### src/common/clk_pwr_pkg.sv
/*
 * Package for the clock distribution and power mode controller: register
 * byte offsets, field layouts, reset values, mode codes and carrier types.
 * Assumes a plain word-wide register port and a single 125 MHz clock.
 */
`default_nettype none
package clk_pwr_pkg;
	// ************************************************************
	// Sizes
	// ************************************************************
	localparam int unsigned N_DIG = 8; // Digital dividers
	localparam int unsigned N_ANA = 4; // Analog dividers
	localparam int unsigned N_DIV = 12; // All dividers
	localparam int unsigned N_SRC = 7; // Clock sources
	localparam int unsigned N_SUB = 16; // Power-controlled subsystems
	// ************************************************************
	// Register byte offsets
	// ************************************************************
	localparam logic [7:0] OFF_MODE = 8'h00; // Mode request / status
	localparam logic [7:0] OFF_ACT_TMPL = 8'h04; // Active template
	localparam logic [7:0] OFF_ALT_TMPL = 8'h08; // Alternate active template
	localparam logic [7:0] OFF_STATUS = 8'h0C; // Clock status
	localparam logic [7:0] OFF_USB_CFG = 8'h10; // USB doubler setup
	localparam logic [7:0] OFF_BUS_DIV = 8'h14; // Bus clock ratio
	localparam logic [7:0] OFF_DIV_BASE = 8'h40; // First divider, 4 bytes apart
	// ************************************************************
	// Field positions and reset values
	// ************************************************************
	localparam int unsigned SUB_CPU_BIT = 0; // Processor enable bit
	localparam int unsigned MODE_REQ_LSB = 0; // Mode request field
	localparam int unsigned MODE_CUR_LSB = 4; // Reported mode field
	localparam int unsigned MODE_BUSY_BIT = 8; // Transition in progress
	localparam int unsigned MODE_FORCE_BIT = 9; // Processor forced on
	localparam int unsigned STAT_SYS_LSB = 0; // Chosen system source
	localparam int unsigned STAT_LOCK_BIT = 4; // Doubler lock seen
	localparam logic [15:0] ACT_TMPL_RST = 16'hFFFF;
	localparam logic [15:0] ALT_TMPL_RST = 16'hFFFE;
	localparam logic [15:0] BUS_DIV_RST = 16'h0001;
	localparam logic [15:0] RATIO_MIN = 16'h0002;
	// ************************************************************
	// Source indices and USB source codes
	// ************************************************************
	localparam logic [2:0] SRC_MAIN_OSC = 3'h0; // main_internal_osc
	localparam logic [2:0] SRC_XTAL = 3'h1; // MHz crystal
	localparam logic [2:0] SRC_DOUBLER = 3'h2; // 48 MHz doubler
	localparam logic [2:0] SRC_FABRIC = 3'h3; // Routed fabric clock
	localparam logic [2:0] SRC_PLL = 3'h4; // PLL
	localparam logic [2:0] SRC_LOW_OSC = 3'h5; // low_speed_internal_osc
	localparam logic [2:0] SRC_WATCH = 3'h6; // watch_crystal_osc
	localparam logic [2:0] SRC_CHAIN = 3'h7; // Return from the fabric
	localparam logic [1:0] USB_FROM_OSC = 2'h0;
	localparam logic [1:0] USB_FROM_FABRIC = 2'h1;
	localparam logic [1:0] USB_FROM_XTAL = 2'h2;
	// ************************************************************
	// Mode codes and carriers
	// ************************************************************
	typedef enum logic [1:0] {
		MODE_ACTIVE = 2'h0,
		MODE_ALT = 2'h1,
		MODE_SLEEP = 2'h2,
		MODE_HIB = 2'h3
	} pwr_mode_e;
	typedef struct packed {
		logic [1:0] skew; // Analog edge offset in clocks
		logic en; // Divider enable
		logic [2:0] sel; // Source select
		logic [15:0] ratio; // Division ratio
	} div_cfg_s;
	localparam int unsigned DIV_CFG_W = 22;
	typedef struct packed {
		logic pin; // pin_interrupt_unit event
		logic rtc; // Timekeeping tick
		logic timer; // central_periodic_timer
		logic low_voltage_detect; // low_voltage_detect
	} wake_s;
endpackage
`default_nettype wire

### src/rtl/clk_pwr_ctrl.sv
/*
 * Clock distribution and power mode controller, all in one module.
 * Assumes source clocks arrive as one-cycle tick enables synchronous to
 * i_ref_clk, and that wake inputs and the register port are synchronous.
 */
// Added by the designer: the plain strobed port and the address map.
// Behaviour
// - Fastest available non-doubler source becomes system clock
// - Bus clock divided from i_ref_clk; processor follows
// - Eight digital 16-bit dividers, any source
// - Four analog dividers with edge skew
// - Eight-way source mux per divider
// - Ratios two and up, half duty
// - Resynchronised, glitch-free on setting changes
// - Fabric return input chains dividers
// - USB 48 MHz from doubled 24 MHz
// - USB status crosses into bus domain
// - Four modes: active, alternate, sleep, hibernate
// - Active mode follows active template
// - Alternate mode follows its own template
// - Sleep keeps only slow oscillators running
// - Sleep woken by pin, tick, timer, voltage
// - Hibernate stops clocks; pin wake only
// - Wake returns active, processor forced on
// - Reset lands in active mode
`timescale 1ns/1ps
`default_nettype none
module clk_pwr_ctrl (
	// Clock and reset
	input wire logic i_ref_clk,
	input wire logic i_rst_n,
	// Register port
	input wire logic [7:0] i_addr,
	input wire logic [31:0] i_wdata,
	input wire logic i_wr,
	input wire logic i_rd,
	output logic [31:0] o_rdata,
	// Clock sources and fabric return
	input wire logic [6:0] i_src_tick,
	input wire logic [6:0] i_src_avail,
	input wire logic [11:0] i_fabric_ret,
	input wire logic i_usb_lock,
	// Wake events
	input wire clk_pwr_pkg::wake_s i_wake,
	// Clock outputs
	output logic [2:0] o_sysclk_sel,
	output logic o_bus_clk_en,
	output logic o_cpu_clk_en,
	output logic [7:0] o_dig_clk,
	output logic [3:0] o_ana_clk,
	output logic [1:0] o_usb_src_sel,
	output logic o_usb_dbl_en,
	// Power outputs
	output logic [15:0] o_subsys_en,
	output logic o_low_osc_en,
	output logic o_watch_xtal_en,
	output logic o_core_reg_en,
	output logic o_hib_reg_en,
	output clk_pwr_pkg::pwr_mode_e o_mode
);
	// ************************************************************
	// Helpers
	// ************************************************************
	// Ratios below two are raised to two
	function automatic logic [15:0] eff_ratio(input logic [15:0] r);
		eff_ratio = (r < clk_pwr_pkg::RATIO_MIN) ? clk_pwr_pkg::RATIO_MIN : r;
	endfunction
	// Eight-way mux: seven sources plus the fabric return
	function automatic logic src_pick(input logic [2:0] sel, input logic [6:0] ticks, input logic chain);
		src_pick = (sel == clk_pwr_pkg::SRC_CHAIN) ? chain : ticks[sel];
	endfunction

	// ************************************************************
	// Power mode state machine
	// ************************************************************
	typedef enum logic [5:0] {
		ST_ACTIVE = 6'h01,
		ST_ALT = 6'h02,
		ST_GATE_SLEEP = 6'h04,
		ST_SLEEP = 6'h08,
		ST_GATE_HIB = 6'h10,
		ST_HIB = 6'h20
	} pwr_state_e;
	pwr_state_e state_reg, state_next; // Controller state
	logic cpu_force_reg, cpu_force_next; // Processor held on after wake
	logic [15:0] act_tmpl_reg, act_tmpl_next; // Active template
	logic [15:0] alt_tmpl_reg, alt_tmpl_next; // Alternate template
	logic [15:0] sub_reg, sub_next; // Subsystem enables
	logic low_osc_reg, low_osc_next;
	logic watch_reg, watch_next;
	logic core_reg_reg, core_reg_next;
	clk_pwr_pkg::pwr_mode_e mode_reg, mode_next; // Reported mode
	logic run_reg, run_next; // Distribution clocks allowed
	logic wr_mode; // Mode request strobe
	logic [1:0] req; // Requested mode code

	assign wr_mode = i_wr && (i_addr == clk_pwr_pkg::OFF_MODE);
	assign req = i_wdata[clk_pwr_pkg::MODE_REQ_LSB +: 2];

	// Next state, template writes and power outputs
	always_comb begin
		state_next = state_reg;
		cpu_force_next = cpu_force_reg;
		act_tmpl_next = act_tmpl_reg;
		alt_tmpl_next = alt_tmpl_reg;
		if (i_wr && i_addr == clk_pwr_pkg::OFF_ACT_TMPL) begin
			act_tmpl_next = i_wdata[15:0];
			cpu_force_next = 1'b0; // Software takes back the processor bit
		end
		if (i_wr && i_addr == clk_pwr_pkg::OFF_ALT_TMPL) begin
			alt_tmpl_next = i_wdata[15:0];
		end
		case (state_reg)
			ST_ACTIVE, ST_ALT: begin
				// Request taken from either running mode; firmware checks supplies first
				if (wr_mode) begin
					case (req)
						clk_pwr_pkg::MODE_ACTIVE: state_next = ST_ACTIVE;
						clk_pwr_pkg::MODE_ALT: state_next = ST_ALT;
						clk_pwr_pkg::MODE_SLEEP: state_next = ST_GATE_SLEEP;
						default: state_next = ST_GATE_HIB;
					endcase
				end
			end
			ST_GATE_SLEEP: state_next = ST_SLEEP;
			ST_GATE_HIB: state_next = ST_HIB;
			ST_SLEEP: begin
				// Any of the four sleep wake sources
				if (i_wake.pin || i_wake.rtc || i_wake.timer || i_wake.low_voltage_detect) begin
					state_next = ST_ACTIVE;
					cpu_force_next = 1'b1;
				end
			end
			ST_HIB: begin
				// Only a pin event ends hibernate
				if (i_wake.pin) begin
					state_next = ST_ACTIVE;
					cpu_force_next = 1'b1;
				end
			end
			default: state_next = ST_ACTIVE;
		endcase
		// Outputs follow the next state, so gating leads the report
		sub_next = 16'h0000;
		low_osc_next = 1'b1;
		watch_next = 1'b1;
		core_reg_next = 1'b1;
		run_next = 1'b0;
		mode_next = clk_pwr_pkg::MODE_ACTIVE;
		case (state_next)
			ST_ACTIVE: begin
				sub_next = act_tmpl_next;
				sub_next[clk_pwr_pkg::SUB_CPU_BIT] = act_tmpl_next[clk_pwr_pkg::SUB_CPU_BIT] | cpu_force_next;
				run_next = 1'b1;
			end
			ST_ALT: begin
				sub_next = alt_tmpl_next;
				run_next = 1'b1;
				mode_next = clk_pwr_pkg::MODE_ALT;
			end
			ST_GATE_SLEEP: mode_next = mode_reg; // Still reports the old mode
			ST_SLEEP: mode_next = clk_pwr_pkg::MODE_SLEEP; // Only slow oscillators
			ST_GATE_HIB: begin
				mode_next = mode_reg;
				low_osc_next = 1'b0;
				watch_next = 1'b0;
				core_reg_next = 1'b0;
			end
			ST_HIB: begin
				mode_next = clk_pwr_pkg::MODE_HIB;
				low_osc_next = 1'b0;
				watch_next = 1'b0;
				core_reg_next = 1'b0;
			end
			default: mode_next = clk_pwr_pkg::MODE_ACTIVE;
		endcase
	end

	// Reset lands in active with full template
	always_ff @(posedge i_ref_clk or negedge i_rst_n) begin
		if (!i_rst_n) begin
			state_reg <= ST_ACTIVE;
			cpu_force_reg <= 1'b0;
			act_tmpl_reg <= clk_pwr_pkg::ACT_TMPL_RST;
			alt_tmpl_reg <= clk_pwr_pkg::ALT_TMPL_RST;
			sub_reg <= clk_pwr_pkg::ACT_TMPL_RST;
			low_osc_reg <= 1'b1;
			watch_reg <= 1'b1;
			core_reg_reg <= 1'b1;
			run_reg <= 1'b1;
			mode_reg <= clk_pwr_pkg::MODE_ACTIVE;
		end else begin
			state_reg <= state_next;
			cpu_force_reg <= cpu_force_next;
			act_tmpl_reg <= act_tmpl_next;
			alt_tmpl_reg <= alt_tmpl_next;
			sub_reg <= sub_next;
			low_osc_reg <= low_osc_next;
			watch_reg <= watch_next;
			core_reg_reg <= core_reg_next;
			run_reg <= run_next;
			mode_reg <= mode_next;
		end
	end

	// ************************************************************
	// System clock choice, bus divider and USB setup
	// ************************************************************
	logic [2:0] sys_next; // Chosen system source
	logic [15:0] bus_div_reg, bus_div_next; // Bus ratio setting
	logic [15:0] bus_cnt_reg, bus_cnt_next;
	logic bus_en_reg, bus_en_next;
	logic cpu_en_reg, cpu_en_next;
	logic [1:0] usb_sel_reg, usb_sel_next;
	logic usb_en_reg, usb_en_next;
	logic lock_meta_reg, lock_sync_reg; // Two-stage lock synchroniser
	logic [2:0] sys_reg;

	// Fastest first; the doubler is kept for USB
	always_comb begin
		if (i_src_avail[clk_pwr_pkg::SRC_PLL]) sys_next = clk_pwr_pkg::SRC_PLL;
		else if (i_src_avail[clk_pwr_pkg::SRC_FABRIC]) sys_next = clk_pwr_pkg::SRC_FABRIC;
		else if (i_src_avail[clk_pwr_pkg::SRC_XTAL]) sys_next = clk_pwr_pkg::SRC_XTAL;
		else if (i_src_avail[clk_pwr_pkg::SRC_MAIN_OSC]) sys_next = clk_pwr_pkg::SRC_MAIN_OSC;
		else if (i_src_avail[clk_pwr_pkg::SRC_LOW_OSC]) sys_next = clk_pwr_pkg::SRC_LOW_OSC;
		else sys_next = clk_pwr_pkg::SRC_WATCH;
	end

	// Bus divider counts i_ref_clk cycles, not ticks of the chosen source
	always_comb begin
		bus_div_next = bus_div_reg;
		usb_sel_next = usb_sel_reg;
		usb_en_next = usb_en_reg & run_next; // Doubler off outside running modes
		if (i_wr && i_addr == clk_pwr_pkg::OFF_BUS_DIV) bus_div_next = i_wdata[15:0];
		if (i_wr && i_addr == clk_pwr_pkg::OFF_USB_CFG) begin
			usb_sel_next = i_wdata[1:0];
			usb_en_next = i_wdata[2] & run_next; // Never on in sleep or hibernate
		end
		bus_cnt_next = 16'h0000;
		bus_en_next = 1'b0;
		if (run_reg) begin
			if (bus_cnt_reg >= eff_ratio(bus_div_reg) - 16'h0001) begin
				bus_en_next = 1'b1;
			end else begin
				bus_cnt_next = bus_cnt_reg + 16'h0001;
			end
		end
		// Processor clock is the bus clock, gated by its enable
		cpu_en_next = bus_en_next & sub_reg[clk_pwr_pkg::SUB_CPU_BIT];
	end

	always_ff @(posedge i_ref_clk or negedge i_rst_n) begin
		if (!i_rst_n) begin
			sys_reg <= clk_pwr_pkg::SRC_MAIN_OSC;
			bus_div_reg <= clk_pwr_pkg::BUS_DIV_RST;
			bus_cnt_reg <= 16'h0000;
			bus_en_reg <= 1'b0;
			cpu_en_reg <= 1'b0;
			usb_sel_reg <= clk_pwr_pkg::USB_FROM_OSC;
			usb_en_reg <= 1'b0;
			lock_meta_reg <= 1'b0;
			lock_sync_reg <= 1'b0;
		end else begin
			sys_reg <= sys_next;
			bus_div_reg <= bus_div_next;
			bus_cnt_reg <= bus_cnt_next;
			bus_en_reg <= bus_en_next;
			cpu_en_reg <= cpu_en_next;
			usb_sel_reg <= usb_sel_next;
			usb_en_reg <= usb_en_next;
			// USB side is asynchronous, so its lock is synchronised
			lock_meta_reg <= i_usb_lock;
			lock_sync_reg <= lock_meta_reg;
		end
	end

	// ************************************************************
	// Digital and analog dividers
	// ************************************************************
	clk_pwr_pkg::div_cfg_s cfg_reg [12], cfg_next [12]; // Software settings
	clk_pwr_pkg::div_cfg_s act_reg [12], act_next [12]; // Settings in use
	logic [15:0] cnt_reg [12], cnt_next [12];
	logic [11:0] lvl_reg, lvl_next; // Divided levels
	logic [11:0] ret_reg; // Previous fabric return levels
	logic [2:0] skw_reg [4], skw_next [4]; // Analog delay lines
	logic [3:0] ana_next;
	logic [3:0] ana_reg;

	always_comb begin
		for (int i = 0; i < 12; i++) begin
			logic tick;
			logic [15:0] half;
			tick = 1'b0;
			half = 16'h0000;
			cfg_next[i] = cfg_reg[i];
			act_next[i] = act_reg[i];
			cnt_next[i] = cnt_reg[i];
			lvl_next[i] = lvl_reg[i];
			if (i_wr && i_addr == clk_pwr_pkg::OFF_DIV_BASE + 8'(4 * i)) begin
				cfg_next[i] = i_wdata[clk_pwr_pkg::DIV_CFG_W-1:0];
			end
			// Rising edge of the fabric return chains dividers
			tick = src_pick(act_reg[i].sel, i_src_tick, i_fabric_ret[i] & ~ret_reg[i]);
			half = eff_ratio(act_reg[i].ratio) >> 1;
			if (!run_reg || !act_reg[i].en) begin
				// Stopped: output low, new setting taken at once
				cnt_next[i] = 16'h0000;
				lvl_next[i] = 1'b0;
				act_next[i] = cfg_reg[i];
			end else if (tick) begin
				if (cnt_reg[i] >= eff_ratio(act_reg[i].ratio) - 16'h0001) begin
					// Period end: new settings only here, so no runt
					cnt_next[i] = 16'h0000;
					lvl_next[i] = 1'b1;
					act_next[i] = cfg_reg[i];
				end else begin
					cnt_next[i] = cnt_reg[i] + 16'h0001;
					if (cnt_reg[i] + 16'h0001 == half) lvl_next[i] = 1'b0;
				end
			end
		end
		// Analog outputs shifted by skew clocks off digital edges
		for (int a = 0; a < 4; a++) begin
			skw_next[a] = {skw_reg[a][1:0], lvl_next[8 + a]};
			ana_next[a] = (act_reg[8 + a].skew == 2'h0) ? lvl_next[8 + a] : skw_reg[a][act_reg[8 + a].skew - 2'h1];
		end
	end

	// Levels are flopped on i_ref_clk, which resynchronises them
	always_ff @(posedge i_ref_clk or negedge i_rst_n) begin
		if (!i_rst_n) begin
			for (int i = 0; i < 12; i++) begin
				cfg_reg[i] <= '0;
				act_reg[i] <= '0;
				cnt_reg[i] <= 16'h0000;
			end
			for (int a = 0; a < 4; a++) skw_reg[a] <= 3'h0;
			lvl_reg <= 12'h000;
			ret_reg <= 12'h000;
			ana_reg <= 4'h0;
		end else begin
			for (int i = 0; i < 12; i++) begin
				cfg_reg[i] <= cfg_next[i];
				act_reg[i] <= act_next[i];
				cnt_reg[i] <= cnt_next[i];
			end
			for (int a = 0; a < 4; a++) skw_reg[a] <= skw_next[a];
			lvl_reg <= lvl_next;
			ret_reg <= i_fabric_ret;
			ana_reg <= ana_next;
		end
	end

	// ************************************************************
	// Register read-back
	// ************************************************************
	logic [31:0] rdata_reg, rdata_next;

	always_comb begin
		rdata_next = 32'h0000_0000;
		if (i_rd) begin
			case (i_addr)
				clk_pwr_pkg::OFF_MODE: begin
					rdata_next[clk_pwr_pkg::MODE_CUR_LSB +: 2] = mode_reg;
					rdata_next[clk_pwr_pkg::MODE_BUSY_BIT] = (state_reg == ST_GATE_SLEEP) || (state_reg == ST_GATE_HIB);
					rdata_next[clk_pwr_pkg::MODE_FORCE_BIT] = cpu_force_reg;
				end
				clk_pwr_pkg::OFF_ACT_TMPL: rdata_next[15:0] = act_tmpl_reg;
				clk_pwr_pkg::OFF_ALT_TMPL: rdata_next[15:0] = alt_tmpl_reg;
				clk_pwr_pkg::OFF_STATUS: begin
					rdata_next[clk_pwr_pkg::STAT_SYS_LSB +: 3] = sys_reg;
					rdata_next[clk_pwr_pkg::STAT_LOCK_BIT] = lock_sync_reg;
				end
				clk_pwr_pkg::OFF_USB_CFG: rdata_next[2:0] = {usb_en_reg, usb_sel_reg};
				clk_pwr_pkg::OFF_BUS_DIV: rdata_next[15:0] = bus_div_reg;
				default: begin
					for (int i = 0; i < 12; i++) begin
						if (i_addr == clk_pwr_pkg::OFF_DIV_BASE + 8'(4 * i)) begin
							rdata_next[clk_pwr_pkg::DIV_CFG_W-1:0] = cfg_reg[i];
						end
					end
				end
			endcase
		end
	end

	always_ff @(posedge i_ref_clk or negedge i_rst_n) begin
		if (!i_rst_n) rdata_reg <= 32'h0000_0000;
		else rdata_reg <= rdata_next;
	end

	// All outputs straight from flip-flops, except o_hib_reg_en, which is tied high
	assign o_rdata = rdata_reg;
	assign o_sysclk_sel = sys_reg;
	assign o_bus_clk_en = bus_en_reg;
	assign o_cpu_clk_en = cpu_en_reg;
	assign o_dig_clk = lvl_reg[7:0];
	assign o_ana_clk = ana_reg;
	assign o_usb_src_sel = usb_sel_reg;
	assign o_usb_dbl_en = usb_en_reg;
	assign o_subsys_en = sub_reg;
	assign o_low_osc_en = low_osc_reg;
	assign o_watch_xtal_en = watch_reg;
	assign o_core_reg_en = core_reg_reg;
	assign o_hib_reg_en = 1'b1;
	assign o_mode = mode_reg;
endmodule
`default_nettype wire

### config.mk
export PLATFORM = sky130hd
export DESIGN_NAME = clk_pwr_ctrl
export DESIGN_NICKNAME = d
export VERILOG_FILES = /design/src/common/clk_pwr_pkg.sv /design/src/rtl/clk_pwr_ctrl.sv
export SDC_FILE = /design/constraint.sdc
export NUM_CORES = 2
export LEC_CHECK = 0
export ABC_AREA = 1
export ABC_CLOCK_PERIOD_IN_PS = 3300
export BUFFER_PORTS_ARGS = -buffer_cell sky130_fd_sc_hd__buf_2
export CAP_MARGIN = 20
export CORE_MARGIN = 5
export CORE_UTILIZATION = 45
export CTS_BUF_LIST = sky130_fd_sc_hd__clkbuf_16
export DETAILED_ROUTE_END_ITERATION = 7
export GPL_ROUTABILITY_DRIVEN = 1
export SKIP_LAST_GASP = 1
export SLEW_MARGIN = 20
export SYNTH_ARGS = -nofsm -noshare
export SYNTH_HDL_FRONTEND = slang
export SYNTH_SLANG_ARGS = --single-unit
### constraint.sdc
create_clock -name i_ref_clk -period 3.3 [get_ports i_ref_clk]
set_input_delay 0 -clock i_ref_clk [delete_from_list [all_inputs] [get_ports i_ref_clk]]
set_output_delay 0 -clock i_ref_clk [all_outputs]
set_load 0.01 [all_outputs]
# After elaboration in Yosys (flattened, before gate mapping)
# Cells that the tools add are included.
[totals] regBits=867 input_bits=75 output_inout_bits=74 elab_cells=626
[classes] add_sub_neg=30 magnitude_cmp=42 eq_ne=55 muxes=227 bitwise=28 reduce_logical=111
[op_table] operator="16-bit two-way mux" count=53
[op_table] operator="22-bit two-way mux" count=25
[op_table] operator="20-bit two-way mux" count=24
[op_table] operator="16-bit by 1-bit adder with 16-bit output, second input constant" count=13
[op_table] operator="16-bit greater-or-equal comparator" count=13
[op_table] operator="16-bit by 2-bit < comparator with 1-bit output, second input constant" count=13
[op_table] operator="16-bit by 1-bit subtractor with 16-bit output, second input constant" count=13
[op_table] operator="16-bit by 15-bit equality test with 1-bit output" count=12
[op_table] operator="8-bit by 7-bit equality test with 1-bit output, second input constant" count=12
[op_table] operator="1-bit two-way mux" count=88
[op_table] operator="3-bit by 4-bit < comparator with 1-bit output, second input constant" count=12
[op_table] operator="2-bit nonzero test" count=24
[op_table] operator="2-bit AND reduction" count=20
[op_table] operator="1-bit binary-select mux with 3-bit select" count=12
[op_table] operator="3-bit equality test, second input constant" count=12
[op_table] operator="16-bit one-hot mux with 2 select lines" count=1
[op_table] operator="6-bit one-hot mux with 5 select lines" count=1
[op_table] operator="6-bit two-way mux" count=4
[op_table] operator="6-bit one-hot mux with 4 select lines" count=1
[op_table] operator="3-bit nonzero test" count=8
[op_table] operator="3-bit one-hot mux with 6 select lines" count=1
[op_table] operator="1-bit logical AND" count=17
[op_table] operator="8-bit by 4-bit equality test with 1-bit output, second input constant" count=2
[op_table] operator="8-bit by 5-bit equality test with 1-bit output, second input constant" count=2
[op_table] operator="31 further kinds" count=110

# Longest topological paths before layout
[logic_depth] depth_word=15 mapped_depth=30 mapped_depth_nobuf=28

# Least setup slack after synthesis
# No wires, ideal clock.
[synth_path] kind="reg-to-reg" startpoint="register act_reg[98] in the netlist's numbering" endpoint="register act_reg[100] in the netlist's numbering" setup_time_ps=131 arrival_time_ps=3484 required_ps=3169 slack_ps=-315 path_stages_with_launch=25 path_buffers=1 synth_period_minus_slack_ps=3615 cell_sequence="dfrtp_1 nor2_1 nand3_1 nor2_1 nand2_1 nand2_1 ha_1 nand3_1 nor2_1 nand3_1 nor3_1 nand2_1 xor2_1 inv_1 ha_1 nand2_1 inv_1 nand3_1 nor3_1 nand3_1 nand3_1 nor2_2 nor2_1 clkbuf_1 o21ai_0"
[synth_via] elab_chain_len=6
[synth_rtl] item="start: declaration" line_no="clk_pwr_ctrl.sv:281" text="clk_pwr_pkg::div_cfg_s act_reg [12], act_next [12];"
[synth_rtl] item="start signal: indexed assignment" line_no="clk_pwr_ctrl.sv:344" text="act_reg[i] <= act_next[i];"
[synth_rtl] item="16-bit by 2-bit < comparator with 1-bit output" line_no="clk_pwr_ctrl.sv:66" text="eff_ratio = (r < clk_pwr_pkg::RATIO_MIN) ? clk_pwr_pkg::RATIO_MIN : r;"
[synth_rtl] item="16-bit two-way mux *" line_no="clk_pwr_ctrl.sv:66"
[synth_rtl] item="16-bit by 1-bit subtractor with 16-bit output *" line_no="clk_pwr_ctrl.sv:311" text="if (cnt_reg[i] >= eff_ratio(act_reg[i].ratio) - 16'h0001) begin"
[synth_rtl] item="16-bit greater-or-equal comparator *" line_no="clk_pwr_ctrl.sv:311"
[synth_rtl] item="2-bit nonzero test (no source line) *"
[synth_rtl] item="2-bit AND reduction (no source line) *"
# Every way passes the cells marked *; elsewhere a longest branch is shown, timed or not.
# A chain may end at the register's enable or synchronous reset.

# Worst setup path after layout
[layout_path] startpoint="register act_reg[233] in the netlist's numbering" endpoint="register act_reg[232] in the netlist's numbering"
# Same word-level chain as after synthesis.

==> flow_summary.json <==
{
  "status": "complete, but fails checks",
  "violations": "setup timing",
  "crit_type": "reg -> reg",
  "skew_ns": 0.0224,
  "leakagePower_nw": 32.1,
  "fillers": 9910,
  "clkLatencyLatePin_ns": 0.69,
  "area_growth_pct": 31.9,
  "drt-total-wl_mm": 183,
  "slew_headroom_pct": 26.9,
  "worst_pin_slew_ns": 1.10,
  "drive_above_1_share_pct": 25.2,
  "synth-simple-area-share_pct": 26.5,
  "antenna_left": 0,
  "final_hold_viol_count": 0,
  "synth.cell_area_um2": 51200,
  "crit_slowest_cell": "dfrtp_1",
  "rsz0062_at_grt": "yes",
  "post-route-period-util_pct": 107,
  "vias_per_cell": 5.49,
  "finalSetupViolations": 218,
  "synthTopCellsByArea": "dfrtp_1, nand2_1, o21ai_0, ha_1, inv_1",
  "vias": 50515,
  "finish.utilization_pct": 59.9,
  "cts_max_path_buffers": 3,
  "worst_ir_drop_vdd_mv": 0.469,
  "antenna_found_initial": 13,
  "ys_ff_latch": 863,
  "die-area_um2": 121000,
  "grt_max_degree": 97,
  "cts.clk_slew.worst_paths_ns": 0.06,
  "synthFlopType": "dfrtp_1",
  "cts_made_buffers": 98,
  "powerDensity_nw_per_um2": 615,
  "firstDrtPassIters": 6,
  "arrival_ns": 4.11,
  "track_usage_pct": 28.5,
  "yosysWarningCount": 0,
  "synth-xor-area-share_pct": 5.12,
  "drt_iter0_markers": 4872,
  "overflow": 0,
  "grt_pass1_wl_mm": 273,
  "hold_depth": 2,
  "fmax_mhz": 282,
  "synth_fa_ha_area_share_pct": 5.81,
  "cts_max_level": 3,
  "regToRegSetupSlack_ns": -0.24,
  "yosys.area.top_type": "dfrtp_1",
  "reg2reg_depth": 27,
  "drc": 0,
  "setup_slack_ns": -0.243,
  "synth_cell_types": 65,
  "die_width_um": 347,
  "hpwl_mm": 130,
  "muxShareOfSynthArea_pct": 0.0879,
  "clkSinkCount": 863,
  "cpMostUsedCell": "buf_4",
  "place.gp.congestion": 0.937,
  "hold-worst-slack_ns": 0.0281,
  "async_flop_share_pct": 100,
  "cpPeakStageDelay_ns": 0.36,
  "syn_avg_cell_area_um2": 7.56,
  "period_minus_slack_ns": 3.54,
  "yosysTopAreaCellShare_pct": 39.7,
  "die_y_um": 347,
  "critPathLaunchType": "register",
  "final_nets": 7926,
  "ioPinCount": 149,
  "final_max_slew_viol_count": 0,
  "critPathMaxFanout": 6,
  "wire_per_inst_um": 19.9,
  "cts_tree": "yes",
  "port_buffers": 125,
  "hp-class": "in -> reg",
  "largest_reg_flops": 264,
  "required_ns": 3.87,
  "maxCapViolations": 0,
  "start_util_pct": 45.4,
  "rows": 123,
  "core_um2": 113000,
  "synth_compound_area_share_pct": 12.4,
  "crit_path_end_kind": "register",
  "synth_top_family_by_area": "simple AND/OR/NAND/NOR gates",
  "synth-edff-count": 0,
  "ys_seq_area_share_pct": 42.3,
  "grt_pass1_vias": 47290,
  "postSynthCellCount": 6773,
  "root_buffer": "clkbuf_16"
}
-- power by group --
group          internal (W)  switching, W
combinational       0.00849        0.0102
sequential           0.0112      0.000651
clock               0.00620       0.00480
total                0.0259        0.0156
-- cell usage after synthesis (34+ instances only) --
| cell | instances |
|---|---|
| nand3_1 | 462 |
| clkbuf_1 | 150 |
| nand4_1 | 169 |
| ha_1 | 238 |
| xor2_1 | 245 |
| inv_1 | 767 |
| a21oi_1 | 193 |
| xnor2_1 | 34 |
| dfrtp_1 | 812 |
| o22ai_1 | 73 |
| o211ai_1 | 34 |
| nand2_1 | 1859 |
| dfstp_2 | 51 |
| o21ai_0 | 750 |
| buf_2 | 56 |
| nor3_1 | 115 |
| nor2_1 | 483 |
-- final timing paths --
path | endpoint | startpoint
setup / recovery | act_reg[232]$_DFFE_PN0P_ | act_reg[233]$_DFFE_PN0P_
min in group asynchronous | lvl_reg[3]$_DFFE_PN0P_ | i_rst_n
setup reg to reg | act_reg[232]$_DFFE_PN0P_ | act_reg[233]$_DFFE_PN0P_
max in group asynchronous | o_subsys_en[9]$_DFF_PN1_ | i_rst_n
hold reg to reg | lock_sync_reg$_DFF_PN0_ | lock_meta_reg$_DFF_PN0_
hold / removal | ret_reg[6]$_DFF_PN0_ | i_fabric_ret[6]
-- timing repair --
action                                  in CTS  in global routing
endpoints found under the setup margin     377                473
gates resized for setup                    425                918
hold endpoints to repair                   802                  0
gates cloned                                24                 30
pin swaps                                  205                291
hold buffers                                45                  0
buffers inserted                           152                 82
-- cell families after synthesis --
group / count (synthesis)
other: 2
AO/OA/AOI/OAI: 1172
multiplexers: 4
adder cells (fa/ha/maj): 238
AND/OR/NAND/NOR: 3194
XOR/XNOR: 287
flip-flops: 863
buffers and inverters: 1013
-- stage by stage --
stage / instance area [um2] / setup slack [ns] / power [W] / cells / TNS [ns]
floorplan: 51500 / -0.0211 / 0.0195 / 6782 / -0.198
global placement: 57100 / -0.242 / 0.0242 / 8701 / -26.82
detailed placement: 57100 / -0.304 / 0.0244 / 8701 / -47.94
CTS: 63600 / -0.138 / 0.0381 / 9100 / -10.53
global route: 67600 / -0.457 / 0.0438 / 9196 / -93.06
finish: 67600 / -0.243 / 0.0415 / 9197 / -23.61
-- routing by layer --
metal / share of wire (%) / vias to the layer above / global-route usage, % / routed length, um
met3: 7.8 / 339 / 5.01 / 14400
met4: 3.7 / 4 / 9.13 / 6710
met2: 47 / 1814 / 46.3 / 85500
met5: 0.0076 / - / 0 / 14
met1: 42 / 24331 / 39.0 / 76800
li1: - / 24027 / - / -
-- area by class of cell --
type | instances | area (um2) | area share, %
clock buffer | 101 | 2530 | 3.74
antenna | 1 | 2.50 | 0.00370
multi-input combinational | 4907 | 29300 | 43.4
timing repair inverter | 7 | 66.3 | 0.0981
clock inverter | 82 | 659 | 0.976
sequential | 863 | 21700 | 32.1
timing repair buffer | 958 | 8410 | 12.4
tap | 1500 | 1880 | 2.78
inverter | 778 | 3020 | 4.47
-- cells in the final DEF, fill, tap and decap left out, types with 21 or more instances in the layout --
master         netlist  layout
nand3_1            462     374
xnor2_1             34      33
clkbuf_16            0     123
nor3_2              17      36
inv_2                8      48
o21ai_0            750     500
inv_1              767     732
nor3_1             115      74
a21oi_1            193     163
ha_1               238     219
buf_4               23     639
o21ai_2              0     110
buf_12               0      32
nor2_1             483     400
nand2_1           1859    1594
a21oi_2              0      29
nor3_4               2      24
buf_6                1      65
dfrtp_1            812     811
dfstp_2             51      51
o32ai_1             22      21
nand4_1            169     169
buf_2               56     124
o22ai_2              0      22
nand2_2              3     161
nor2_2              23      70
xor2_1             245     242
dlygate4sd3_1        0      44
nor2_4               3      39
o22ai_1             73      50
o21ai_1             25     164
o211ai_1            34      34
nand3_2              4      75
nand2_4              0      99
-- critical path: cells and delay by family, from the launching register on --
family,cells,cell delay [ns]
adder cells (fa/ha/maj),1,0.30
AND/OR/NAND/NOR,7,0.76
buffers and inverters,16,1.73
flip-flops,1,0.36
AO/OA/AOI/OAI,3,0.27
No activity file was read; power rests on OpenSTA's default activity.
